===== config.mk =====
export PLATFORM = sky130hd
export DESIGN_NAME = serial_top
export DESIGN_NICKNAME = d
export VERILOG_FILES = /design/src/serial_pkg.sv /design/src/serial_fifo.sv /design/src/serial_baud.sv /design/src/serial_top.sv
export VERILOG_INCLUDE_DIRS = /design/src
export SDC_FILE = /design/constraint.sdc
export NUM_CORES = 1
export LEC_CHECK = 0
export ABC_AREA = 1
export BUFFER_PORTS_ARGS = -buffer_cell sky130_fd_sc_hd__buf_2
export CORE_MARGIN = 5
export CORE_UTILIZATION = 55
export CTS_CLUSTER_SIZE = 16
export DETAILED_ROUTE_END_ITERATION = 7
export GPL_TIMING_DRIVEN = 0
export PLACE_DENSITY = 0.84
export SLEW_MARGIN = 15
export SYNTH_ARGS = -nofsm -noshare
export SYNTH_HDL_FRONTEND = slang
export SYNTH_HIERARCHICAL = 1
export SYNTH_SLANG_ARGS = --single-unit

===== constraint.sdc =====
create_clock -name clk -period 4.6 [get_ports clk]
set_input_delay 0.46 -clock clk [delete_from_list [all_inputs] [get_ports clk]]
set_output_delay 0.46 -clock clk [all_outputs]
set_load 0.005 [all_outputs]

===== src/serial_map.svh =====
// Purpose: register offsets, field positions, reset values and timing counts
// Assumes: byte addresses on a 32-bit Avalon-MM bus, one register per word
// Notes: definitions only; the FIFO, top and bench files include it by name
// How it works
// - Two sixteen-entry FIFOs: transmit eight bits wide, receive twelve
// - Five to eight data bits, both directions
// - Even, odd, stick or no parity, generated and checked
// - One or two stop bits per sent character
// - FIFO levels at 1/8, 1/4, 1/2, 3/4, 7/8
// - Break sent on output, break seen on input
// - Low-power pulse clock divides by 1 to 256
// - Infrared pulses 3/16 bit or low-power width
// - Transmit and receive enables both set after reset
// - Disabling mid character finishes that character first
// - Start, data LSB first, parity, stop bits
// - Overrun, parity, framing, break stored with each character
// - Divisor: 16-bit whole plus 6-bit fraction
// - Sixteen ticks per bit, transmit and receive
// - Divisor and line control load on line write
// - Busy until FIFO empty and last stop sent
// - Frames follow back to back until FIFO empty
// - Start bit valid only if low at tick eight
// - Data and parity sampled every sixteenth tick
// - Low stop sample is framing error; store character
// - FIFOs one deep until FIFO enable set
// - Data read twelve bits, write pushes eight
`ifndef SERIAL_MAP_SVH
`define SERIAL_MAP_SVH
`define FIFO_DEPTH 16
`define OFS_DATA 6'h00
`define OFS_FLAG 6'h18
`define OFS_ILPR 6'h20
`define OFS_IBRD 6'h24
`define OFS_FBRD 6'h28
`define OFS_LCRH 6'h2c
`define OFS_CTL 6'h30
`define OFS_IFLS 6'h34
`define CTL_EN 0
`define CTL_IR 1
`define CTL_LP 2
`define CTL_TXE 8
`define CTL_RXE 9
`define CTL_RESET 16'h0300
`define IFLS_RESET 6'h12
`define LCRH_BRK 0
`define LCRH_PEN 1
`define LCRH_EPS 2
`define LCRH_STP2 3
`define LCRH_FEN 4
`define LCRH_WLEN 5
`define LCRH_SPS 7
`define FLG_BUSY 3
`define SUB_LAST 4'hf
`define START_SAMPLE 4'h7
`define IR_PULSE 4'h3
`define LP_PULSE 2'h3
`define IR_HOLD 5'h10
`endif


===== src/serial_pkg.sv =====
// Purpose: shared types of the serial transceiver
// Assumes: nothing beyond the map header
// Notes: state enums only; per-module state structs live in the modules
package serial_pkg;
   typedef enum logic [2:0] {TX_IDLE, TX_START, TX_DATA, TX_PAR, TX_STOP} tx_state_t;
   typedef enum logic [2:0] {RX_IDLE, RX_START, RX_DATA, RX_PAR, RX_STOP} rx_state_t;
endpackage


===== src/serial_fifo.sv =====
// Purpose: flip-flop FIFO with a one-entry mode
// Assumes: push and pop are single-cycle strobes
// Notes: a push when full or a pop when empty is ignored
`timescale 1ns/100ps
`include "serial_map.svh"
module serial_fifo #(
   parameter int WIDTH = 8,
   parameter int DEPTH = `FIFO_DEPTH
) (
   input wire logic clk,
   input wire logic rst_n,
   input wire logic deep,
   input wire logic push,
   input wire logic [WIDTH-1:0] wdata,
   input wire logic pop,
   output logic [WIDTH-1:0] rdata,
   output logic [$clog2(DEPTH):0] count,
   output logic empty,
   output logic full
);
   import serial_pkg::*;
   localparam int AW = $clog2(DEPTH);
   typedef struct packed {
      logic [DEPTH-1:0][WIDTH-1:0] mem;
      logic [AW-1:0] wp;
      logic [AW-1:0] rp;
      logic [AW:0] cnt;
   } fifo_t;
   fifo_t st, next_st;
   logic do_push, do_pop;

   // Capacity drops to one entry while the FIFO is switched off
   assign empty = st.cnt == '0;
   assign full = st.cnt >= (deep ? (AW+1)'(DEPTH) : (AW+1)'(1));
   assign count = st.cnt;
   assign rdata = st.mem[st.rp];
   assign do_push = push && !full;
   assign do_pop = pop && !empty;

   // Pointer and count update
   always_comb begin
      next_st = st;
      if (do_push) begin
         next_st.mem[st.wp] = wdata;
         next_st.wp = AW'(st.wp + 1'b1);
      end
      if (do_pop) begin
         next_st.rp = AW'(st.rp + 1'b1);
      end
      next_st.cnt = (AW+1)'(st.cnt + (AW+1)'(do_push) - (AW+1)'(do_pop));
   end

   always_ff @(posedge clk) begin
      if (!rst_n) begin
         st <= '0;
      end else begin
         st <= next_st;
      end
   end
endmodule


===== src/serial_baud.sv =====
// Purpose: fractional divider making the 16x oversampling tick
// Assumes: divisor holds still between line-control writes
// Notes: a zero whole part stops the tick altogether
`timescale 1ns/100ps
module serial_baud (
   input wire logic clk,
   input wire logic rst_n,
   input wire logic [15:0] div_int,
   input wire logic [5:0] div_frac,
   output logic tick
);
   import serial_pkg::*;
   typedef struct packed {
      logic [16:0] cnt;
      logic [5:0] acc;
      logic tick;
   } baud_t;
   baud_t st, next_st;
   logic [6:0] sum;

   // Period is the whole part, stretched by one when the fraction carries
   always_comb begin
      next_st = st;
      next_st.tick = 1'b0;
      sum = {1'b0, st.acc} + {1'b0, div_frac};
      if (div_int == 16'h0) begin
         next_st.cnt = 17'h0;
      end else if (st.cnt <= 17'h1) begin
         next_st.acc = sum[5:0];
         next_st.cnt = {1'b0, div_int} + {16'h0, sum[6]};
         next_st.tick = 1'b1;
      end else begin
         next_st.cnt = st.cnt - 17'h1;
      end
   end

   assign tick = st.tick;

   always_ff @(posedge clk) begin
      if (!rst_n) begin
         st <= '0;
      end else begin
         st <= next_st;
      end
   end
endmodule


===== src/serial_top.sv =====
// Purpose: async serial transceiver with FIFOs, behind Avalon-MM registers
// Assumes: serial_in_pin already synchronous to clk; clk at 200 MHz
// Notes: every access answers with waitrequest low one cycle after it appears
//
// The Avalon-MM interface to the registers and the address map were chosen for this implementation.
`timescale 1ns/100ps
`include "serial_map.svh"
module serial_top #(
   parameter int DEPTH = `FIFO_DEPTH
) (
   input wire logic clk,
   input wire logic rst_n,
   input wire logic [5:0] address,
   input wire logic read,
   input wire logic write,
   input wire logic [31:0] writedata,
   output logic [31:0] readdata,
   output logic waitrequest,
   input wire logic serial_in_pin,
   output logic serial_out_pin
);
   import serial_pkg::*;
   localparam int CW = $clog2(DEPTH) + 1;

   typedef struct packed {
      logic waitreq;
      logic [31:0] rdata;
      logic [15:0] ibrd;
      logic [5:0] fbrd;
      logic [29:0] shadow;
      logic [15:0] ctl;
      logic [5:0] ifls;
      logic [7:0] ilpr;
      logic [7:0] lp_cnt;
      logic [1:0] lp_pulse;
      tx_state_t tx_state;
      logic [3:0] tx_sub;
      logic [2:0] tx_bit;
      logic [7:0] tx_shift;
      logic tx_par;
      logic txo;
      rx_state_t rx_state;
      logic [3:0] rx_sub;
      logic [2:0] rx_bit;
      logic [7:0] rx_shift;
      logic rx_perr;
      logic rx_zero;
      logic rx_prev;
      logic [4:0] ir_hold;
      logic ovr;
   } state_t;
   state_t st, next_st;

   logic tick, take, lp_tick, line, bitv, logical, busy, can_send, stop_end, tx_go;
   logic en, tx_on, rx_on, ir, irlp, brk, pen, eps, sps, stp2, fifo_on_bit;
   logic [1:0] wlen;
   logic [2:0] last_bit;
   logic [7:0] lcrh, tx_rdata, rx_data;
   logic [11:0] rx_rdata, rx_wdata;
   logic tx_push, tx_empty, tx_full, rx_push, rx_pop, rx_empty, rx_full;
   logic rx_sample, tx_lvl, rx_lvl;
   logic [CW-1:0] tx_count, rx_count;

   // Parity bit for the active character length
   function automatic logic par_bit(input logic [7:0] d, input logic [1:0] wl,
         input logic ev, input logic stick);
      logic x;
      x = ^(d & (8'hff >> (2'd3 - wl)));
      par_bit = stick ? !ev : (ev ? x : !x);
   endfunction

   // Fill level that marks a FIFO trigger point
   function automatic logic [CW-1:0] thr(input logic [2:0] sel);
      case (sel)
         3'h0: thr = CW'(DEPTH / 8);
         3'h1: thr = CW'(DEPTH / 4);
         3'h2: thr = CW'(DEPTH / 2);
         3'h3: thr = CW'(DEPTH * 3 / 4);
         default: thr = CW'(DEPTH * 7 / 8);
      endcase
   endfunction

   // Live control bits; framing comes from the loaded shadow only
   assign lcrh = st.shadow[7:0];
   assign en = st.ctl[`CTL_EN];
   assign ir = st.ctl[`CTL_IR];
   assign irlp = st.ctl[`CTL_LP];
   assign tx_on = st.ctl[`CTL_TXE];
   assign rx_on = st.ctl[`CTL_RXE];
   assign brk = lcrh[`LCRH_BRK];
   assign pen = lcrh[`LCRH_PEN];
   assign eps = lcrh[`LCRH_EPS];
   assign stp2 = lcrh[`LCRH_STP2];
   assign fifo_on_bit = lcrh[`LCRH_FEN];
   assign sps = lcrh[`LCRH_SPS];
   assign wlen = lcrh[`LCRH_WLEN +: 2];
   assign last_bit = {1'b0, wlen} + 3'h4;

   serial_baud u_baud (
      .clk(clk),
      .rst_n(rst_n),
      .div_int(st.shadow[29:14]),
      .div_frac(st.shadow[13:8]),
      .tick(tick)
   );

   serial_fifo #(.WIDTH(8), .DEPTH(DEPTH)) u_txf (
      .clk(clk),
      .rst_n(rst_n),
      .deep(fifo_on_bit),
      .push(tx_push),
      .wdata(writedata[7:0]),
      .pop(tx_go),
      .rdata(tx_rdata),
      .count(tx_count),
      .empty(tx_empty),
      .full(tx_full)
   );

   serial_fifo #(.WIDTH(12), .DEPTH(DEPTH)) u_rxf (
      .clk(clk),
      .rst_n(rst_n),
      .deep(fifo_on_bit),
      .push(rx_push),
      .wdata(rx_wdata),
      .pop(rx_pop),
      .rdata(rx_rdata),
      .count(rx_count),
      .empty(rx_empty),
      .full(rx_full)
   );

   // Bus handshake: an access is taken in the cycle waitrequest is low
   assign take = (read || write) && !st.waitreq;
   assign tx_push = take && write && address == `OFS_DATA;
   assign rx_pop = take && read && address == `OFS_DATA;
   assign busy = !tx_empty || st.tx_state != TX_IDLE;
   assign tx_lvl = tx_count <= thr(st.ifls[2:0]);
   assign rx_lvl = rx_count >= thr(st.ifls[5:3]);

   // Transmit sequencing; a new frame may start straight from the last stop tick
   assign can_send = en && tx_on && !tx_empty;
   assign stop_end = st.tx_state == TX_STOP && tick && st.tx_sub == `SUB_LAST
      && (!stp2 || st.tx_bit != 3'h0);
   assign tx_go = can_send && ((st.tx_state == TX_IDLE && tick) || stop_end);
   assign lp_tick = st.lp_cnt == 8'h0;

   // Line level of the current transmit bit
   always_comb begin
      case (st.tx_state)
         TX_START: bitv = 1'b0;
         TX_DATA: bitv = st.tx_shift[0];
         TX_PAR: bitv = st.tx_par;
         default: bitv = 1'b1;
      endcase
      logical = bitv && !brk;
   end

   // Receive input: infrared pulses are stretched to about one bit low
   assign line = ir ? (st.ir_hold == 5'h0) : serial_in_pin;
   assign rx_sample = tick && st.rx_sub == `SUB_LAST;
   assign rx_data = st.rx_shift >> (2'd3 - wlen);
   assign rx_push = st.rx_state == RX_STOP && rx_sample && !rx_full;
   assign rx_wdata = {st.ovr, st.rx_zero && !line, pen && st.rx_perr, !line, rx_data};

   // Next-state logic for registers, transmitter and receiver
   always_comb begin
      next_st = st;
      next_st.waitreq = 1'b1;
      if ((read || write) && st.waitreq) begin
         next_st.waitreq = 1'b0;
         next_st.rdata = 32'h0;
         if (read) begin
            case (address)
               `OFS_DATA: next_st.rdata = {20'h0, rx_rdata};
               `OFS_FLAG: next_st.rdata = {22'h0, rx_lvl, tx_lvl, tx_empty, rx_full,
                  tx_full, rx_empty, busy, 3'h0};
               `OFS_ILPR: next_st.rdata = {24'h0, st.ilpr};
               `OFS_IBRD: next_st.rdata = {16'h0, st.ibrd};
               `OFS_FBRD: next_st.rdata = {26'h0, st.fbrd};
               `OFS_LCRH: next_st.rdata = {24'h0, lcrh};
               `OFS_CTL: next_st.rdata = {16'h0, st.ctl};
               `OFS_IFLS: next_st.rdata = {26'h0, st.ifls};
               default: next_st.rdata = 32'h0;
            endcase
         end
      end
      if (take && write) begin
         case (address)
            `OFS_IBRD: next_st.ibrd = writedata[15:0];
            `OFS_FBRD: next_st.fbrd = writedata[5:0];
            `OFS_LCRH: next_st.shadow = {st.ibrd, st.fbrd, writedata[7:0]};
            `OFS_CTL: next_st.ctl = writedata[15:0];
            `OFS_IFLS: next_st.ifls = writedata[5:0];
            `OFS_ILPR: next_st.ilpr = writedata[7:0];
            default: ;
         endcase
      end

      // Low-power pulse clock; a divisor of zero counts 256
      next_st.lp_cnt = lp_tick ? 8'(st.ilpr - 8'h1) : 8'(st.lp_cnt - 8'h1);
      if (tick && st.tx_sub == 4'h0) begin
         next_st.lp_pulse = `LP_PULSE;
      end else if (lp_tick && st.lp_pulse != 2'h0) begin
         next_st.lp_pulse = st.lp_pulse - 2'h1;
      end

      // Transmitter: sixteen ticks per bit, never dropped mid frame
      if (st.tx_state == TX_IDLE) begin
         next_st.tx_sub = 4'h0;
      end else if (tick) begin
         next_st.tx_sub = st.tx_sub + 4'h1;
         if (st.tx_sub == `SUB_LAST) begin
            case (st.tx_state)
               TX_START: next_st.tx_state = TX_DATA;
               TX_DATA: begin
                  next_st.tx_shift = {1'b0, st.tx_shift[7:1]};
                  next_st.tx_bit = st.tx_bit + 3'h1;
                  if (st.tx_bit == last_bit) begin
                     next_st.tx_bit = 3'h0;
                     next_st.tx_state = pen ? TX_PAR : TX_STOP;
                  end
               end
               TX_PAR: next_st.tx_state = TX_STOP;
               default: begin
                  next_st.tx_bit = 3'h1;
                  if (stop_end) begin
                     next_st.tx_state = TX_IDLE;
                  end
               end
            endcase
         end
      end
      if (tx_go) begin
         next_st.tx_state = TX_START;
         next_st.tx_sub = 4'h0;
         next_st.tx_bit = 3'h0;
         next_st.tx_shift = tx_rdata;
         next_st.tx_par = par_bit(tx_rdata, wlen, eps, sps);
      end

      // Output pin, plain or infrared coded; a zero bit becomes a short pulse
      if (!ir) begin
         next_st.txo = logical;
      end else if (irlp) begin
         next_st.txo = !logical && st.lp_pulse != 2'h0;
      end else begin
         next_st.txo = !logical && st.tx_sub < `IR_PULSE;
      end

      // Infrared receive stretch
      if (!serial_in_pin) begin
         next_st.ir_hold = `IR_HOLD;
      end else if (tick && st.ir_hold != 5'h0) begin
         next_st.ir_hold = st.ir_hold - 5'h1;
      end

      // Receiver: needs a high-to-low edge, so a held break cannot retrigger
      next_st.rx_prev = line;
      case (st.rx_state)
         RX_IDLE: begin
            next_st.rx_sub = 4'h0;
            if (st.rx_prev && !line && en && rx_on) begin
               next_st.rx_state = RX_START;
            end
         end
         RX_START: begin
            if (tick) begin
               next_st.rx_sub = st.rx_sub + 4'h1;
               if (st.rx_sub == `START_SAMPLE) begin
                  next_st.rx_sub = 4'h0;
                  next_st.rx_bit = 3'h0;
                  next_st.rx_zero = 1'b1;
                  next_st.rx_state = line ? RX_IDLE : RX_DATA;
               end
            end
         end
         RX_DATA: begin
            if (tick) begin
               next_st.rx_sub = st.rx_sub + 4'h1;
            end
            if (rx_sample) begin
               next_st.rx_shift = {line, st.rx_shift[7:1]};
               next_st.rx_zero = st.rx_zero && !line;
               next_st.rx_bit = st.rx_bit + 3'h1;
               if (st.rx_bit == last_bit) begin
                  next_st.rx_state = pen ? RX_PAR : RX_STOP;
               end
            end
         end
         RX_PAR: begin
            if (tick) begin
               next_st.rx_sub = st.rx_sub + 4'h1;
            end
            if (rx_sample) begin
               next_st.rx_perr = line != par_bit(rx_data, wlen, eps, sps);
               next_st.rx_zero = st.rx_zero && !line;
               next_st.rx_state = RX_STOP;
            end
         end
         default: begin
            if (tick) begin
               next_st.rx_sub = st.rx_sub + 4'h1;
            end
            if (rx_sample) begin
               next_st.ovr = rx_full;
               next_st.rx_perr = 1'b0;
               next_st.rx_state = RX_IDLE;
            end
         end
      endcase
   end

   assign readdata = st.rdata;
   assign waitrequest = st.waitreq;
   assign serial_out_pin = st.txo;

   // State register; reset leaves the line at mark and both paths enabled
   always_ff @(posedge clk) begin
      if (!rst_n) begin
         st <= '0;
         st.waitreq <= 1'b1;
         st.txo <= 1'b1;
         st.rx_prev <= 1'b1;
         st.ctl <= `CTL_RESET;
         st.ifls <= `IFLS_RESET;
      end else begin
         st <= next_st;
      end
   end

   logic idle_mark;
   assign idle_mark = st.tx_state == TX_IDLE && !brk && !ir;
endmodule


Word level (Yosys, flattened, before mapping)

Index checks and enable logic that the tools add are counted.

Order comparisons: 12
Reductions and logical operators: 99
Equal/unequal tests: 37
Shift-type cells: 2
Bitwise gates (word level): 8
$add $sub $neg: 21
Multiplexer cells: 64

Operators by type and width:

| operator                                            | count |
|---|---|
| bitwise mux 192 bit                                 | 1 |
| bitwise mux 128 bit                                 | 1 |
| one-hot mux 16 bit (8 select lines)                 | 1 |
| binary-select mux 12 bit (select 4 bit)             | 1 |
| demux 12 bit (select 4 bit)                         | 1 |
| equality test 6 bit, second input constant          | 6 |
| 2-to-1 mux 17 bit                                   | 2 |
| logical AND 1 bit                                   | 33 |
| 2-to-1 mux 11 bit                                   | 3 |
| 2-to-1 mux 33 bit                                   | 1 |
| binary-select mux 8 bit (select 4 bit)              | 1 |
| demux 8 bit (select 4 bit)                          | 1 |
| 2-to-1 mux 16 bit                                   | 2 |
| 2-to-1 mux 8 bit                                    | 4 |
| one-hot mux 4 bit (4 select lines)                  | 2 |
| one-hot mux 7 bit (4 select lines)                  | 1 |
| 2-to-1 mux 3 bit                                    | 9 |
| adder 4 x 1 -> 4 bit, second input constant         | 6 |
| equality test 3 x 2 -> 1 bit, second input constant | 8 |
| 2-to-1 mux 12 bit                                   | 2 |
| AND reduction 2 bit                                 | 11 |
| < comparator 4 x 5 -> 1 bit, second input constant  | 4 |
| 2-to-1 mux 10 bit                                   | 2 |
| adder 16 x 1 -> 17 bit                              | 1 |
| 56 further kinds                                    | 139 |

Logic and storage cells: 311
Output and inout port bits: 34
Register bits: 542

Depth between registers and ports, before layout

Word-level depth: 10
Depth in mapped cells: 21

By module

Netlist, hierarchy kept.

Modules (own cells, without submodules):

| module              | cells an instance | sequential area each (um^2) | area each (um^2) | times used |
|---|---|---|---|---|
| serial_fifo (u_rxf) | 1947              | 4103.9                      | 12034.0          | 1 |
| serial_top          | 1117              | 3123.0                      | 7902.6           | 1 |
| serial_fifo (u_txf) | 1186              | 2822.7                      | 7564.8           | 1 |
| serial_baud         | 331               | 480.5                       | 1998.2           | 1 |

Worst setup path before layout

No wires, ideal clock.

Path kind: flip-flop to flip-flop
From: register st (netlist bit fifo_on_bit)
To: register u_rxf.st (netlist bit u_rxf/count[4])
Data arrival time: 3.615 ns
Setup slack: 0.863 ns
Stages on the path, launching flop included: 22
Buffers on the path: 3
Period minus slack after synthesis: 3.737 ns
Cells stage by stage: dfxtp_1 > inv_1 > ha_1 > nand2_1 > clkinv_1 > nand2_1 > nand2_2 > nor2_4 > buf_4 > buf_4 > inv_1 > nor4_1 > clkbuf_1 > nand2_1 > ha_1 > inv_1 > ha_1 > fa_1 > a21oi_1 > o21bai_1 > o21ai_0 > a21oi_1

Word-level cells in the longest chain between the ends: 7

RTL lines:

| item                      | RTL line          | source |
|---|---|---|
| start: declaration        | serial_top.sv:52  | `state_t st, next_st;` |
| start signal: assignment  | serial_top.sv:328 | `st <= next_st;` |
| 2-to-1 mux 5 bit          | serial_fifo.sv:34 | `assign full = st.cnt >= (deep ? (AW+1)'(DEPTH) : (AW+1)'(1));` |
| >= comparator 5 bit       | serial_fifo.sv:34 |  |
| via rx_full               | serial_top.sv:60  | `logic tx_push, tx_empty, tx_full, rx_push, rx_pop, rx_empty, rx_full;` |
| logical NOT 1 bit         | serial_top.sv:163 | `assign rx_push = st.rx_state == RX_STOP && rx_sample && !rx_full;` |
| logical AND 1 bit         | serial_top.sv:163 |  |
| via rx_push               | serial_top.sv:60  |  |
| logical AND 1 bit         | serial_fifo.sv:37 | `assign do_push = push && !full;` |
| adder 5 x 1 -> 5 bit      | serial_fifo.sv:50 | `next_st.cnt = (AW+1)'(st.cnt + (AW+1)'(do_push) - (AW+1)'(do_pop));` |
| subtractor 5 x 1 -> 5 bit | serial_fifo.sv:50 |  |
| end signal: assignment    | serial_fifo.sv:57 | `st <= next_st;` |
| end: declaration          | serial_fifo.sv:29 | `fifo_t st, next_st;` |

The timed path passes the listed nets, and every way through them passes these cells.
A chain may end at the register's enable or synchronous reset.

Worst setup path in the final report

Ends and elaborated chain as after synthesis.

==> out/summary.md <==
The flow ran to the end, and the final reports show no timing, DRC or antenna violations. Sequential elements use 35.7% of the synthesized area. The share of power burned in combinational logic was 5.7%. In this run, synthesis inferred 0 flip-flops with an integrated enable. Across every metal layer, demand over resource in global routing totals 29.7%.

The detailed router finished its first iteration with 3511 violations. The total congestion overflow after global routing was 0; the height of the die was 242 µm. The run gives 2 as the H-tree depth.

Leaving out fill and tap cells, the most frequent cells in the layout are sky130_fd_sc_hd__nand2_1, sky130_fd_sc_hd__inv_1, sky130_fd_sc_hd__nor2_1. Detailed routing inserted a total of 29600 vias. The post-CTS clock slew at the launch and capture registers of the worst setup and hold paths is 60 ps, and the post-layout instance area is 32600 µm². The final-layout worst hold slack was 120 ps; the routed wire length was 90.9 mm.

At the end of the flow the core is filled with cells to 61.6%. The critical path contains buffers and inverters numbering 7 combined. The floorplan has 84 rows. After detailed routing, the met3 layer carries 8.21 mm of wire. The number of setup buffers added after CTS is 0. The first global-routing pass estimated 144 mm of wire. Worst-margin pin slew: 1120 ps. For this design, the slowest cell found on the critical path is sky130_fd_sc_hd__dfxtp_1. The run gives 0 as the post-route antenna net violation count.

The count of final max-slew check failures was 0; the synthesized instance count was 4581. For the number of CTS-inserted buffers, the log shows 56. The clock net in this run drives a total of 526 sinks. For the area of the die, the log shows 58400 µm².

Summed over its instances, the top area cell type makes up 35.7% of the synthesized netlist area. Vias per cell: 5.46. The areal power density over the cells was 305 nW/µm²; the number of endpoints with negative hold slack in the final report was 0. TritonCTS built the clock tree.

Setup repair after global routing left no endpoint under its margin. Once placement finished, the instance area stood at 30600 µm². Pin placement for this block handled 77 I/O pins. At the later pin of the worst-skew pair, clock insertion delay measures 630 ps. Highest signal layer in the routed design: met4. At the worst endpoint, the required time is 5090 ps.

Most instantiated flip-flop cell in the synthesis netlist: sky130_fd_sc_hd__dfxtp_1. Stage delay of the slowest cell on the critical path: 440 ps. In this design, the largest share of critical-path delay is due to adder cells.

Clock tree root driver cell: sky130_fd_sc_hd__clkbuf_16. The maximum VDD drop was 0.000292 V; the internal portion of total power was 7.54 mW. Of the total power, the share spent switching nets is 24.2%. The length of routed wiring on met1 was 36.7 mm; the peak fanout along the critical path was 10.

The first-pass iteration count of the detailed router is 8, and the count of hold-fix buffers inserted at cts is 0. The minimum clock period after layout came out at 4470 ps. The overall die width was 242 µm; the highest attainable clock frequency was 224 MHz. The pin count of the biggest net entering global routing came out at 16.

After detailed routing, the met2 layer carries 40.5 mm of wire. The start-to-end type of the worst setup path is reg2reg. Via count of the first global-routing pass: 27400. For the number of inserted diodes, the log shows 0. Registers are responsible for 46.6% of the overall power. The mean instance size in the synthesized netlist was 6.44 µm².

The fraction of the cycle the final worst path needs is 97.2%. The clock passes through at most 3 buffers. The analysis attributes to cell leakage a power of 15.1 nW. Input and output buffers added on the ports amount to 43.

Yosys printed 6 warnings. The final total power came out at 9.94 mW. The cell area that synthesis handed to floorplanning was 29500 µm². The tools report the weighted congestion reported at the end of routability-driven placement as 1.02. Setup violations remaining at the end of the flow were counted as 0.

The number of antenna violations at the first check in global routing came out at 0. The routed length per placed instance works out to 16.7 µm. The analysis attributes to net switching a power of 2.41 mW. In this run the tightest slew margin relative to its limit is 25.3%. The floorplan step defined a core boundary enclosing 52900 µm². The post-synthesis cell type count is 59, and the fraction of power consumed by the clock network is 47.7%. After detailed routing, the number of remaining DRC violations is 0. The synthesis-stage register bit count was 526; the arrival time at the worst endpoint was 4960 ps. The most common library cell in the layout ignoring fill and taps was sky130_fd_sc_hd__nand2_1. The initial core utilization was 55.8%; the layout overhead on the synthesized area was 10.5%.

The endpoint kind of the worst setup timing path was a flop. The fraction of registers with async set or reset after synthesis is 0%, and the HPWL after detailed placement is 65.7 mm. The tool flagged a number of max-cap violations equal to 0.

The top cell type by total area after synthesis is sky130_fd_sc_hd__dfxtp_1. The worst hold path belongs to the class in2reg. In the post-synthesis netlist, the biggest area contributors are sky130_fd_sc_hd__dfxtp_1, sky130_fd_sc_hd__nand2_1, sky130_fd_sc_hd__inv_1.

The layout net count is 4800, and the worst clock skew is 31.6 ps. The worst setup path is launched from a flop. The post-route netlist has 8.77% of its cells at a drive strength greater than 1.

Walking the worst path, the cells encountered are inv_1 -> ha_1 -> nand2_1 -> clkinv_1 -> nand2_1 -> nand2_2 -> nor2_4 -> buf_4 -> buf_4 -> inv_1 -> nor4_4 -> clkbuf_4 -> nand2_2 -> ha_1 -> inv_1 -> ha_1 -> fa_1 -> a21oi_1 -> o21bai_1 -> o21ai_0 -> a21oi_1.
[what timing repair did]
item / CTS / global route
hold endpoints to repair: 0 / 0
pin swaps: 0 / 1
resized for setup: 4 / 2
endpoints found under the setup margin: 4 / 1
[power by group through the flow]
stage | clock network [mW] | logic, mW | registers [mW]
2_1_floorplan | 0 | 0.384 | 4.72
3_3_place_gp | 0 | 0.536 | 4.73
3_5_place_dp | 0 | 0.548 | 4.73
4_1_cts | 4.79 | 0.552 | 4.63
5_1_grt | 4.99 | 0.620 | 4.63
6_report | 4.74 | 0.571 | 4.63
[final timing paths]
kind	cells past startpoint	slack, ps	startpoint	to
worst max-delay path	21	130	fifo_on_bit	u_rxf/count[4]
worst min-delay path	2	120	serial_in_pin	st[5]
worst max register to register	21	130	fifo_on_bit	u_rxf/count[4]
worst min register to register	2	460	readdata[15]	readdata[15]
[cell families after synthesis]
kind of cell,count (synthesis),share of synthesized area (%)
AOI/OAI and AO/OA,652,11.8
DFF,526,35.7
xor gates and xnor gates,37,1.10
other,1,0.0127
adders and majority gates,60,2.62
buffers and inverters,1050,15.4
and+or+nand+nor,2255,33.4
[layer usage]
metal / GRT usage [%] / vias to the layer above
met4: 15.9 / 0
met3: 4.45 / 338
li1: - / 14500
met5: 0 / -
met2: 48.3 / 1400
met1: 38.2 / 13400
[registers in the layout (all words and copies together), names as in the netlist]
name	flops
st	125
lcrh	5
u_baud/tick	1
serial_out_pin	1
u_rxf/count	5
u_txf/count	5
waitrequest	1
readdata	16
eps	1
irlp	1
u_txf/st	136
fifo_on_bit	1
u_rxf/st	200
brk	1
u_baud/st	23
rx_wdata	1
rx_on	1
en	1
ir	1
[cells in the mapped netlist (3+ instances only)]
master and instances:
sky130_fd_sc_hd__buf_12 4, sky130_fd_sc_hd__nand3_1 194, sky130_fd_sc_hd__o22ai_1 6, sky130_fd_sc_hd__nor3_1 10, sky130_fd_sc_hd__nand3_2 8, sky130_fd_sc_hd__a32oi_1 4
sky130_fd_sc_hd__inv_2 22, sky130_fd_sc_hd__a31oi_1 14, sky130_fd_sc_hd__a21oi_2 4, sky130_fd_sc_hd__buf_1 42, sky130_fd_sc_hd__o31ai_1 3, sky130_fd_sc_hd__a21oi_1 287
sky130_fd_sc_hd__nand3b_1 3, sky130_fd_sc_hd__nand4_1 217, sky130_fd_sc_hd__clkinv_1 7, sky130_fd_sc_hd__o211ai_1 14, sky130_fd_sc_hd__o21ai_1 23, sky130_fd_sc_hd__nand4_2 9
sky130_fd_sc_hd__buf_2 71, sky130_fd_sc_hd__xor2_1 26, sky130_fd_sc_hd__clkbuf_1 110, sky130_fd_sc_hd__nor4_1 5, sky130_fd_sc_hd__xnor2_1 11, sky130_fd_sc_hd__nand3_4 10
sky130_fd_sc_hd__nand4_4 7, sky130_fd_sc_hd__a22oi_1 7, sky130_fd_sc_hd__buf_4 59, sky130_fd_sc_hd__dfxtp_1 526, sky130_fd_sc_hd__o21ai_0 268, sky130_fd_sc_hd__nor2_1 701
sky130_fd_sc_hd__o21ai_2 3, sky130_fd_sc_hd__nand2_2 15, sky130_fd_sc_hd__nor2_4 5, sky130_fd_sc_hd__fa_1 3, sky130_fd_sc_hd__a211oi_1 8, sky130_fd_sc_hd__ha_1 57
sky130_fd_sc_hd__nor2_2 19, sky130_fd_sc_hd__buf_6 29, sky130_fd_sc_hd__inv_1 703, sky130_fd_sc_hd__nand2_1 1042
[through the flow]
stage | setup slack (ps) | std cells | TNS, ps
4_1_cts | 68.5 | 5431 | 0
3_5_place_dp | -564 | 5327 | -1140
3_3_place_gp | -539 | 5327 | -1100
5_1_grt | 48.5 | 5431 | 0
2_1_floorplan | 863 | 4596 | 0
6_report | 128 | 5431 | 0
[cell type report]
cell class                      instances  area (µm²)
Fill cell                            4866       20300
Multi-Input combinational cell       3020       14500
Sequential cell                       526       10500
Inverter                              735        2770
Buffer                                315        1780
Clock buffer                           81        1630
Tap cell                              688         861
Clock inverter                         23         310
Timing Repair Buffer                   43         215
Note: power is estimated with default switching activity, not from simulation.
